[src/sies_pkg.sv]
// Contract
// dual/quad mode sets clock polarity/phase error when polarity/phase bits are 01 or 10.
// fifo depth 16/256, standard slave: first rx beat sets receive-not-empty flag.
// without fifo receive-not-empty reads zero; no function in dual/quad mode.
// standard slave only: select asserted by external master sets slave-selected flag.
// standard mode: tx occupancy dropping across half depth sets half-empty flag.
// dual/quad sets half-empty at configured depth's half point; only with fifos.
// write into full receive store sets overrun; standard any role, dual/quad master.
// without fifos, every element transfer end sets receive-full flag.
// with fifos, receive-full set only when transfer end fills the fifo.
// standard slave with system enable: empty-transmit request at element end sets underrun.
// during underrun the shift register loads zeros and sends zeros.
// transmit-empty set when final pending byte has been shifted out.
// master role: no new transfer starts while transmit-empty flag is one.
// slave not enabled: select becoming active sets slave mode fault immediately.
// slave mode fault keeps being set while select active and device disabled.
// writing one to a status bit toggles it; software clears flags this way.
// interrupt output needs a set status bit with matching mask bit set.
// enabled interrupts reach the output only while global enable is set.
// select going active in master role sets master mode fault immediately.
// a strobe sets its bit until software toggles it; set stays set.
package sies_pkg;
  // register offsets
  localparam logic [7:0] SIES_GLOB_EN_OFS = 8'h1c;
  localparam logic [7:0] SIES_STATUS_OFS = 8'h20;
  localparam logic [7:0] SIES_MASK_OFS = 8'h28;
  localparam logic [7:0] SIES_CTRL_OFS = 8'h60;
  // status bit positions
  localparam int SIES_NBITS = 10;
  localparam int SIES_B_MMODF = 0;
  localparam int SIES_B_SMODF = 1;
  localparam int SIES_B_TXEMPTY = 2;
  localparam int SIES_B_UNDERRUN = 3;
  localparam int SIES_B_RXFULL = 4;
  localparam int SIES_B_OVERRUN = 5;
  localparam int SIES_B_TXHALF = 6;
  localparam int SIES_B_SELECTED = 7;
  localparam int SIES_B_RXNEMPTY = 8;
  localparam int SIES_B_CPOLPHA = 9;
  // control register fields
  localparam int SIES_C_ENABLE = 0;
  localparam int SIES_C_MASTER = 1;
  localparam int SIES_C_CPHA = 2;
  localparam int SIES_C_CPOL = 3;
  localparam int SIES_GLOB_EN_BIT = 31;
  // reset values
  localparam logic [SIES_NBITS-1:0] SIES_STATUS_RST = 10'h000;
  localparam logic [3:0] SIES_CTRL_RST = 4'h0;
  // configured bus width mode
  typedef enum logic [1:0] {SIES_STD, SIES_DUAL, SIES_QUAD} sies_mode_e;
  // events from the shift engine, one-cycle strobes on the bus clock
  typedef struct packed {
    logic rx_write;      // transfer logic writes a received element
    logic rx_first;      // first element of a transaction
    logic rx_full;       // receive store full before the write
    logic rx_fills;      // this write leaves the fifo full
    logic elem_end;      // element transfer ended
    logic tx_req;        // element requested from transmit store
    logic tx_empty;      // transmit store empty at request
    logic last_out;      // last pending byte shifted out
  } sies_evt_s;
endpackage : sies_pkg

[src/sies_top.sv]
`timescale 1ns/100ps
module sies_top #(
  parameter int FIFO_DEPTH = 16,
  parameter sies_pkg::sies_mode_e MODE = sies_pkg::SIES_STD,
  parameter int OCC_W = 8
) (
  // clock and reset
  input wire logic I_MCLK,
  input wire logic I_RESET,
  // register port
  input wire logic [7:0] I_ADDR,
  input wire logic [31:0] I_WDATA,
  input wire logic I_WR,
  input wire logic I_RD,
  output logic [31:0] O_RDATA,
  // shift engine events and transmit occupancy
  input wire sies_pkg::sies_evt_s I_EVT,
  input wire logic [OCC_W-1:0] I_TX_OCC,
  // select pin, active low, asynchronous
  input wire logic I_SEL_N,
  // engine control
  input wire logic [31:0] I_TX_DATA,
  output logic [31:0] O_SHIFT_LOAD,
  output logic O_START_OK,
  output logic O_IRQ
);
  ////////////////////////////////////////////////////////////////////////
  localparam logic FIFO_ON = (FIFO_DEPTH != 0);
  localparam logic STD = (MODE == sies_pkg::SIES_STD);
  localparam logic [OCC_W-1:0] HALF = OCC_W'(FIFO_DEPTH / 2);
  localparam logic [OCC_W-1:0] HALF_M1 = OCC_W'(FIFO_DEPTH / 2 - 1);

  logic [3:0] ctrl_reg;
  logic glob_en_reg;
  logic [sies_pkg::SIES_NBITS-1:0] mask_reg;
  logic [sies_pkg::SIES_NBITS-1:0] status;
  logic [sies_pkg::SIES_NBITS-1:0] set_vec;
  logic [sies_pkg::SIES_NBITS-1:0] tog_vec;
  logic [OCC_W-1:0] occ_prev_reg;
  logic sel_act;
  logic sel_prev_reg;
  logic sel_rise;
  logic enable;
  logic master;
  logic polpha_bad;
  logic underrun;

  assign enable = ctrl_reg[sies_pkg::SIES_C_ENABLE];
  assign master = ctrl_reg[sies_pkg::SIES_C_MASTER];
  assign polpha_bad = ctrl_reg[sies_pkg::SIES_C_CPOL] ^ ctrl_reg[sies_pkg::SIES_C_CPHA];

  ////////////////////////////////////////////////////////////////////////
  // select pin is asynchronous, so it is synchronised before edge detection
  sies_sync u_sel_sync (
    .i_clk(I_MCLK),
    .i_reset(I_RESET),
    .i_d(~I_SEL_N),
    .o_q(sel_act)
  );

  // select edge and previous tx occupancy
  always_ff @(posedge I_MCLK) begin
    if (I_RESET) begin
      sel_prev_reg <= 1'b0;
      occ_prev_reg <= '0;
    end else begin
      sel_prev_reg <= sel_act;
      occ_prev_reg <= I_TX_OCC;
    end
  end
  assign sel_rise = sel_act & ~sel_prev_reg;

  ////////////////////////////////////////////////////////////////////////
  // underrun: zeros go to the shift register instead of stale data
  assign underrun = STD & ~master & enable & I_EVT.tx_req & I_EVT.tx_empty;
  always_ff @(posedge I_MCLK) begin
    if (I_RESET) begin
      O_SHIFT_LOAD <= 32'h0000_0000;
    end else if (I_EVT.tx_req) begin
      O_SHIFT_LOAD <= underrun ? 32'h0000_0000 : I_TX_DATA;
    end
  end

  ////////////////////////////////////////////////////////////////////////
  // set conditions for each status bit
  always_comb begin
    set_vec = '0;
    set_vec[sies_pkg::SIES_B_MMODF] = master & sel_rise;
    // level based so it keeps setting while select stays active
    set_vec[sies_pkg::SIES_B_SMODF] = ~master & ~enable & sel_act;
    set_vec[sies_pkg::SIES_B_TXEMPTY] = I_EVT.last_out;
    set_vec[sies_pkg::SIES_B_UNDERRUN] = underrun & I_EVT.elem_end;
    set_vec[sies_pkg::SIES_B_RXFULL] = I_EVT.elem_end & I_EVT.rx_write
      & (FIFO_ON ? I_EVT.rx_fills : 1'b1);
    set_vec[sies_pkg::SIES_B_OVERRUN] = I_EVT.rx_write & I_EVT.rx_full
      & (STD | master);
    set_vec[sies_pkg::SIES_B_TXHALF] = FIFO_ON & (occ_prev_reg == HALF)
      & (I_TX_OCC == HALF_M1);
    set_vec[sies_pkg::SIES_B_SELECTED] = STD & ~master & sel_rise;
    set_vec[sies_pkg::SIES_B_RXNEMPTY] = FIFO_ON & STD & ~master
      & I_EVT.rx_write & I_EVT.rx_first;
    set_vec[sies_pkg::SIES_B_CPOLPHA] = ~STD & polpha_bad;
  end

  assign tog_vec = (I_WR && I_ADDR == sies_pkg::SIES_STATUS_OFS)
    ? I_WDATA[sies_pkg::SIES_NBITS-1:0] : '0;

  // one sticky flag per status bit
  genvar gi;
  generate
    for (gi = 0; gi < sies_pkg::SIES_NBITS; gi++) begin : g_flag
      // flags that a build without fifos leaves out read zero and ignore toggles
      if ((gi == sies_pkg::SIES_B_RXNEMPTY || gi == sies_pkg::SIES_B_TXHALF)
          && !FIFO_ON) begin : g_zero
        assign status[gi] = 1'b0;
      end else begin : g_live
        sies_flag u_flag (
          .i_clk(I_MCLK),
          .i_reset(I_RESET),
          .i_set(set_vec[gi]),
          .i_toggle(tog_vec[gi]),
          .o_flag(status[gi])
        );
      end
    end
  endgenerate

  ////////////////////////////////////////////////////////////////////////
  // software writable registers
  always_ff @(posedge I_MCLK) begin
    if (I_RESET) begin
      ctrl_reg <= sies_pkg::SIES_CTRL_RST;
      glob_en_reg <= 1'b0;
      mask_reg <= '0;
    end else if (I_WR) begin
      case (I_ADDR)
        sies_pkg::SIES_CTRL_OFS: ctrl_reg <= I_WDATA[3:0];
        sies_pkg::SIES_GLOB_EN_OFS: glob_en_reg <= I_WDATA[sies_pkg::SIES_GLOB_EN_BIT];
        sies_pkg::SIES_MASK_OFS: mask_reg <= I_WDATA[sies_pkg::SIES_NBITS-1:0];
        default: ;
      endcase
    end
  end

  // read data one cycle later; unmapped reads return zero
  always_ff @(posedge I_MCLK) begin
    if (I_RESET) begin
      O_RDATA <= 32'h0000_0000;
    end else if (I_RD) begin
      case (I_ADDR)
        sies_pkg::SIES_CTRL_OFS: O_RDATA <= {28'h0000000, ctrl_reg};
        sies_pkg::SIES_GLOB_EN_OFS: O_RDATA <= {glob_en_reg, 31'h00000000};
        sies_pkg::SIES_STATUS_OFS: O_RDATA <= {22'h000000, status};
        sies_pkg::SIES_MASK_OFS: O_RDATA <= {22'h000000, mask_reg};
        default: O_RDATA <= 32'h0000_0000;
      endcase
    end else begin
      O_RDATA <= 32'h0000_0000;
    end
  end

  ////////////////////////////////////////////////////////////////////////
  // interrupt and start permission
  assign O_IRQ = glob_en_reg & |(status & mask_reg);
  assign O_START_OK = ~(master & status[sies_pkg::SIES_B_TXEMPTY]);
endmodule : sies_top

[src/sies_sync.sv]
`timescale 1ns/100ps
// two-stage synchroniser for a level from a pin
module sies_sync (
  // clock and reset
  input wire logic i_clk,
  input wire logic i_reset,
  // level
  input wire logic i_d,
  output logic o_q
);
  logic meta_reg;
  // first stage is read only by the second
  always_ff @(posedge i_clk) begin
    if (i_reset) begin
      meta_reg <= 1'b0;
      o_q <= 1'b0;
    end else begin
      meta_reg <= i_d;
      o_q <= meta_reg;
    end
  end
endmodule : sies_sync

[src/sies_flag.sv]
`timescale 1ns/100ps
// one sticky status bit: hardware set wins over a software toggle
module sies_flag (
  // clock and reset
  input wire logic i_clk,
  input wire logic i_reset,
  // set and toggle
  input wire logic i_set,
  input wire logic i_toggle,
  output logic o_flag
);
  always_ff @(posedge i_clk) begin
    if (i_reset) begin
      o_flag <= 1'b0;
    end else if (i_set) begin
      o_flag <= 1'b1;
    end else if (i_toggle) begin
      o_flag <= ~o_flag;
    end
  end
endmodule : sies_flag

[config.mk]
export PLATFORM = sky130hd
export DESIGN_NAME = sies_top
export DESIGN_NICKNAME = d
export VERILOG_FILES = /design/src/sies_pkg.sv /design/src/sies_top.sv /design/src/sies_sync.sv /design/src/sies_flag.sv
export SDC_FILE = /design/constraint.sdc
export NUM_CORES = 1
export LEC_CHECK = 0
export CORE_UTILIZATION = 55
export DETAILED_ROUTE_END_ITERATION = 8
export DONT_BUFFER_PORTS = 1
export PLACE_DENSITY = 0.7
export SLEW_MARGIN = 20
export SYNTH_ARGS = -nofsm -noshare
export SYNTH_HDL_FRONTEND = slang
export SYNTH_SLANG_ARGS = --single-unit
[constraint.sdc]
create_clock -name I_MCLK -period 1.77 [get_ports I_MCLK]
set_input_delay 0.177 -clock I_MCLK [delete_from_list [all_inputs] [get_ports I_MCLK]]
set_output_delay 0.177 -clock I_MCLK [all_outputs]
set_load 0.03 [all_outputs]
Word-level counts from Yosys, hierarchy flattened
Index checks and enable logic that the tools add are counted.

Flip-flop bits (word level): 100. Input bits: 93. Output and inout bits: 66. Word-level logic and storage cells: 95.

Equality and inequality tests: 6. Multiplexer cells: 21. Bitwise operators: 34. Reductions and logical operators: 15.

Operator list (count): $pmux W32 S4 (1); $mux W32 (1); $mux W1 (18); $reduce_bool A2 Y1 (9); $and A1 B1 Y1 (17); $eq A8 B6 Y1 const B (2); $not A1 Y1 (16); $and A10 B10 Y10 (1); $mux W10 (1); $reduce_or A10 Y1 (1); $eq A8 B3 Y1 const B (1); $eq A8 B4 Y1 const B (1); $eq A8 B5 Y1 const B (1); $eq A8 B7 Y1 const B (1); $reduce_and A2 Y1 (3); $reduce_or A2 Y1 (1); $logic_and A1 B1 Y1 (1).

Logic depth before layout (Yosys ltp)
Word-level depth: 6. Gate-level depth with buffers: 6. Depth with buffers taken out: 4.

Cells and area by module
Synthesis repeated with hierarchy kept, for this count alone.

Cell total of the unflattened synthesis: 347. Area, all modules: 3363.2 um^2.

Modules (own cells, without submodules): sies_top (times used 1, cells each 303, area an instance 2935.3 um^2, seq. area each 1341.3 um^2); sies_flag (times used 10, cells each 4, area an instance 37.5 um^2, seq. area each 20.0 um^2); sies_sync (times used 1, cells each 4, area an instance 52.6 um^2, seq. area each 40.0 um^2).

Worst setup path after synthesis
Ideal clock, no wire load.

Path type: reg-to-output. Start point: register g_flag[5].g_live.u_flag.o_flag. End point: output O_IRQ. Data arrival time: 1.098 ns. Data required time: 1.593 ns. Path slack: 0.495 ns. Stages on the path, launching flop included: 4. Buffers on the path: 0. Cells stage by stage: dfxtp_1 a22o_1 a221oi_1 a31oi_1.

Word-level cells in the longest chain between the ends: 3.

Ends and longest elaborated chain: start, declared (RTL line sies_flag.sv:10) `output logic o_flag`; start signal, assigned (RTL line sies_flag.sv:18) `o_flag <= ~o_flag;`; $and A10 B10 Y10 (RTL line sies_top.sv:164) `assign O_IRQ = glob_en_reg & |(status & mask_reg);`; $reduce_or A10 Y1 (RTL line sies_top.sv:164); $and A1 B1 Y1 (RTL line sies_top.sv:164); end, declared (RTL line sies_top.sv:25) `output logic O_IRQ`.

Every way passes these cells.

Worst setup path after layout
Start point: register g_flag[9].g_live.u_flag.o_flag. End point: output O_IRQ.

Word-level cells in the longest chain between the ends: 3.

Ends and longest elaborated chain (RTL line): start, declared (sies_flag.sv:10); start signal, assigned (sies_flag.sv:18); $and A10 B10 Y10 (sies_top.sv:164); $reduce_or A10 Y1 (sies_top.sv:164); $and A1 B1 Y1 (sies_top.sv:164).

Every way passes these cells.

==> metrics.txt <==
# TYPE chip_impl_metric gauge
chip_impl_metric{name="numPortBuffers",unit=""} 0
chip_impl_metric{name="die-width",unit="µm"} 78.0
chip_impl_info{name="critical-path-slowest-cell",value="dfxtp_1"} 1
chip_impl_metric{name="critical_path.max_stage_delay",unit="ns"} 0.34
chip_impl_metric{name="final_area",unit="µm²"} 3990
chip_impl_info{name="worst_hold_startpoint",value="I_TX_DATA[18]"} 1
chip_impl_metric{name="synthArstFlopShare",unit=""} 0
chip_impl_metric{name="die_height",unit="µm"} 78.0
chip_impl_metric{name="power.share.sequential",unit=""} 0.525
chip_impl_metric{name="detail_route.vias_per_cell",unit=""} 5.34
chip_impl_metric{name="routabilityCongestion",unit=""} 0.758
chip_impl_metric{name="cap_violations",unit=""} 0
chip_impl_info{name="outcome",value="complete, no violations"} 1
chip_impl_metric{name="worstSkewPairLatency",unit="ns"} 0.34
chip_impl_metric{name="crit_required",unit="ns"} 1.59
chip_impl_metric{name="design_power_total",unit="W"} 0.00375
chip_impl_metric{name="pwr-share-clk",unit=""} 0.381
chip_impl_info{name="clock_root_buffer",value="clkbuf_8"} 1
chip_impl_metric{name="met3_usage",unit=""} 0.0674
chip_impl_info{name="synth.area.top_cells",value="dfxtp_1 (50%), mux2i_1 (18%), nor2_1 (7.8%), buf_4 (5.2%), xor2_1 (2.8%)"} 1
chip_impl_metric{name="placed_cell_area",unit="µm²"} 3160
chip_impl_info{name="synthMostInstantiatedCell",value="dfxtp_1"} 1
chip_impl_info{name="min-delay-path-class",value="in2reg"} 1
chip_impl_metric{name="drv_slew",unit=""} 0
chip_impl_metric{name="via_total_after_detailed_routing",unit=""} 2455
chip_impl_metric{name="numCtsBuffers",unit=""} 9
chip_impl_metric{name="worstRegToRegCells",unit=""} 3
chip_impl_metric{name="antennaDiodeCount",unit=""} 0
chip_impl_metric{name="nFillCells",unit=""} 416
chip_impl_metric{name="hold_ws",unit="ns"} 0.0135
chip_impl_info{name="worst_setup_path_start",value="g_flag[9].g_live.u_flag.o_flag$_SDFFE_PP0P_"} 1
chip_impl_metric{name="wp_buf_inv",unit=""} 1
chip_impl_metric{name="timing.final.crit_period",unit="ns"} 1.71
chip_impl_metric{name="grt.overflow.total",unit=""} 0
chip_impl_metric{name="netlist_instances",unit=""} 324
chip_impl_metric{name="switching_share",unit=""} 0.253
chip_impl_metric{name="cts.sink_count",unit=""} 79
chip_impl_metric{name="psw",unit="W"} 0.000948
chip_impl_metric{name="htreeDepth",unit=""} 3
chip_impl_metric{name="yosysWarningCount",unit=""} 0
chip_impl_metric{name="fin_nets",unit=""} 476
chip_impl_metric{name="crit_path_max_fanout",unit=""} 3
chip_impl_info{name="top_cell_type_by_total_area_after_synthesis",value="dfxtp_1"} 1
chip_impl_info{name="biggestRegsByFlops",value="O_SHIFT_LOAD (32), O_RDATA (11)"} 1
chip_impl_info{name="worst_path_dominant_cell_family",value="compound AO/OA/AOI/OAI gates"} 1
chip_impl_metric{name="power.static_leakage",unit="nW"} 1.73
chip_impl_metric{name="cts_max_path_buffers",unit=""} 2
chip_impl_metric{name="route.detailed.wl_per_inst",unit="µm"} 16.1
chip_impl_info{name="worst_r2r_startpoint",value="O_SHIFT_LOAD[26]$_SDFFE_PP0P_"} 1
chip_impl_metric{name="gr-usage-all-layers",unit=""} 0.254
chip_impl_info{name="globalRoute.busiestLayer",value="met2"} 1
chip_impl_info{name="critPathKind",value="reg2out"} 1
chip_impl_metric{name="area_growth",unit="%"} 25.5
chip_impl_metric{name="hold_violations",unit=""} 0
chip_impl_metric{name="dpl.hpwl",unit="µm"} 4410
chip_impl_metric{name="cellInternalPower",unit="W"} 0.00280
chip_impl_metric{name="synth-edff-count",unit=""} 0
chip_impl_metric{name="ant_nets",unit=""} 0
chip_impl_metric{name="drc",unit=""} 0
chip_impl_metric{name="max_clock_freq",unit="MHz"} 584
chip_impl_metric{name="antenna_found_initial",unit=""} 0
chip_impl_info{name="critPathLaunchType",value="register"} 1
chip_impl_metric{name="drt_iter0_drc",unit=""} 117
chip_impl_metric{name="number_of_setup_violations_in_the_final_report",unit=""} 0
chip_impl_metric{name="irDropWorstVdd",unit="mV"} 0.723
chip_impl_info{name="rsz0062_at_grt",value="no"} 1
chip_impl_info{name="post_synth_most_frequent_cells",value="dfxtp_1 (79), nor2_1 (66), mux2i_1 (57), buf_4 (22)"} 1
chip_impl_metric{name="synth.avg_cell_area",unit="µm²"} 9.82
chip_impl_metric{name="starting_density_of_the_core",unit=""} 0.574
chip_impl_metric{name="rows",unit=""} 27
chip_impl_metric{name="power.density",unit="nW/µm²"} 940
chip_impl_metric{name="synth_top_area_share",unit=""} 0.497
chip_impl_metric{name="timing.critical_path.depth",unit=""} 4
chip_impl_metric{name="multi_input_comb_area",unit="µm²"} 1430
chip_impl_metric{name="post_route_cells_drive_above_1_share",unit=""} 0.0696
chip_impl_info{name="endpoint_kind",value="output port"} 1
chip_impl_metric{name="drt-pass1-iter-count",unit=""} 4
chip_impl_metric{name="setup-tns-final",unit="ns"} 0
chip_impl_info{name="tritoncts",value="built"} 1
chip_impl_metric{name="synth-seq-cells",unit=""} 79
chip_impl_metric{name="cp_data_arrival_time",unit="ns"} 1.54
chip_impl_info{name="registers.top_by_ff_count",value="O_SHIFT_LOAD"} 1
chip_impl_metric{name="floorplan.die_area",unit="µm²"} 6090
chip_impl_metric{name="share_comb_of_total_power",unit=""} 0.094
chip_impl_metric{name="yosysUniqueCellTypes",unit=""} 31
chip_impl_metric{name="grt_pass1_wl",unit="µm"} 11800
chip_impl_metric{name="grt_pass1_vias",unit=""} 2473
chip_impl_metric{name="netlist_area",unit="µm²"} 3180
chip_impl_metric{name="grtUsageMet1",unit=""} 0.295
chip_impl_metric{name="sequential_cell_area",unit="µm²"} 1580
chip_impl_info{name="path_cells",value="a22o_1 > a221oi_1 > a31oi_1 > buf_4"} 1
chip_impl_info{name="ys.flop_type",value="dfxtp_1"} 1
chip_impl_metric{name="number_of_flip_flops_in_the_largest_register",unit=""} 32
chip_impl_metric{name="skew_final",unit="ns"} 0.0111
chip_impl_metric{name="timing.final.crit_share",unit=""} 0.968
chip_impl_metric{name="clkTransAtPathRegs",unit="ns"} 0.08
chip_impl_metric{name="io_pins",unit=""} 159
chip_impl_metric{name="synth_seq_area_share",unit=""} 0.497
chip_impl_metric{name="routed_wirelength",unit="µm"} 7410
chip_impl_metric{name="hold-path-cell-count",unit=""} 2
chip_impl_metric{name="floorplan.core_area",unit="µm²"} 5540
chip_impl_metric{name="global_route.usage.met2",unit=""} 0.439
chip_impl_metric{name="maximum_number_of_pins_on_one_net_before_global_route_repair",unit=""} 36
==> layer usage <==
metal / wire length, µm / share of wire
met4: 150 / 0.020
met2: 3780 / 0.51
met1: 3010 / 0.41
met5: 0 / 0
met3: 471 / 0.064
==> what timing repair did <==
action	CTS	global route
setup buffers	0	0
gates resized for setup	0	0
endpoints found under the setup margin	0	0
hold buffers	59	1
hold endpoints to repair	70	1
==> stage by stage <==
step                instances  setup WS (ns)  utilization
floorplan                 344          0.495            -
global placement          384          0.351        0.570
detailed placement        384          0.330        0.570
CTS                       459         0.0560        0.719
global route              460         0.0122        0.720
finish                    460         0.0563        0.720
==> area by class of cell <==
class,instances,area share
Multi-Input combinational cell,223,0.357
Sequential cell,79,0.396
Tap cell,72,0.0226
Inverter,4,0.00376
Clock inverter,6,0.0213
Clock buffer,10,0.0320
Timing Repair Buffer,66,0.167
==> final timing paths <==
kind                                                 endpoint  slack (ns)
worst max-delay path                                    O_IRQ        0.06
worst min-delay path            O_SHIFT_LOAD[18]$_SDFFE_PP0P_        0.01
worst max register to register  O_SHIFT_LOAD[26]$_SDFFE_PP0P_        0.36
worst min register to register      u_sel_sync.o_q$_SDFF_PP0_        0.44
==> power by group through the flow <==
stage	sequential (W)	combinational (W)	clock (W)
6_report	0.00197	0.000352	0.00143
4_1_cts	0.00197	0.000342	0.00145
3_3_place_gp	0.00201	0.000194	0
5_1_grt	0.00198	0.000379	0.00154
2_1_floorplan	0.00200	0.000249	0
3_5_place_dp	0.00201	0.000200	0
==> cell usage in the layout, fill, tap and decap left out, types with 4 or more instances in the layout <==
master / Yosys / layout
clkbuf_8: 0 / 9
nand4_1: 13 / 13
buf_4: 22 / 6
a21oi_1: 12 / 12
dlygate4sd3_1: 0 / 58
nor2_1: 66 / 66
nand2_1: 5 / 5
conb_1: 1 / 21
xor2_1: 10 / 10
dfxtp_1: 79 / 79
nand3_1: 7 / 7
nor2b_1: 13 / 13
mux2i_1: 57 / 57
inv_1: 4 / 4
==> logic make-up (layout without fill, tap and decap cells) <==
logic type,count (synthesis),count (layout),synth area share
DFF,79,79,0.497
AOI/OAI and AO/OA,20,20,0.0386
other,1,21,0.00118
xor gates and xnor gates,10,10,0.0275
buffers and inverters,42,86,0.0779
muxes,57,57,0.179
and+or+nand+nor,115,115,0.178
No activity file was read; power rests on OpenSTA's default activity.
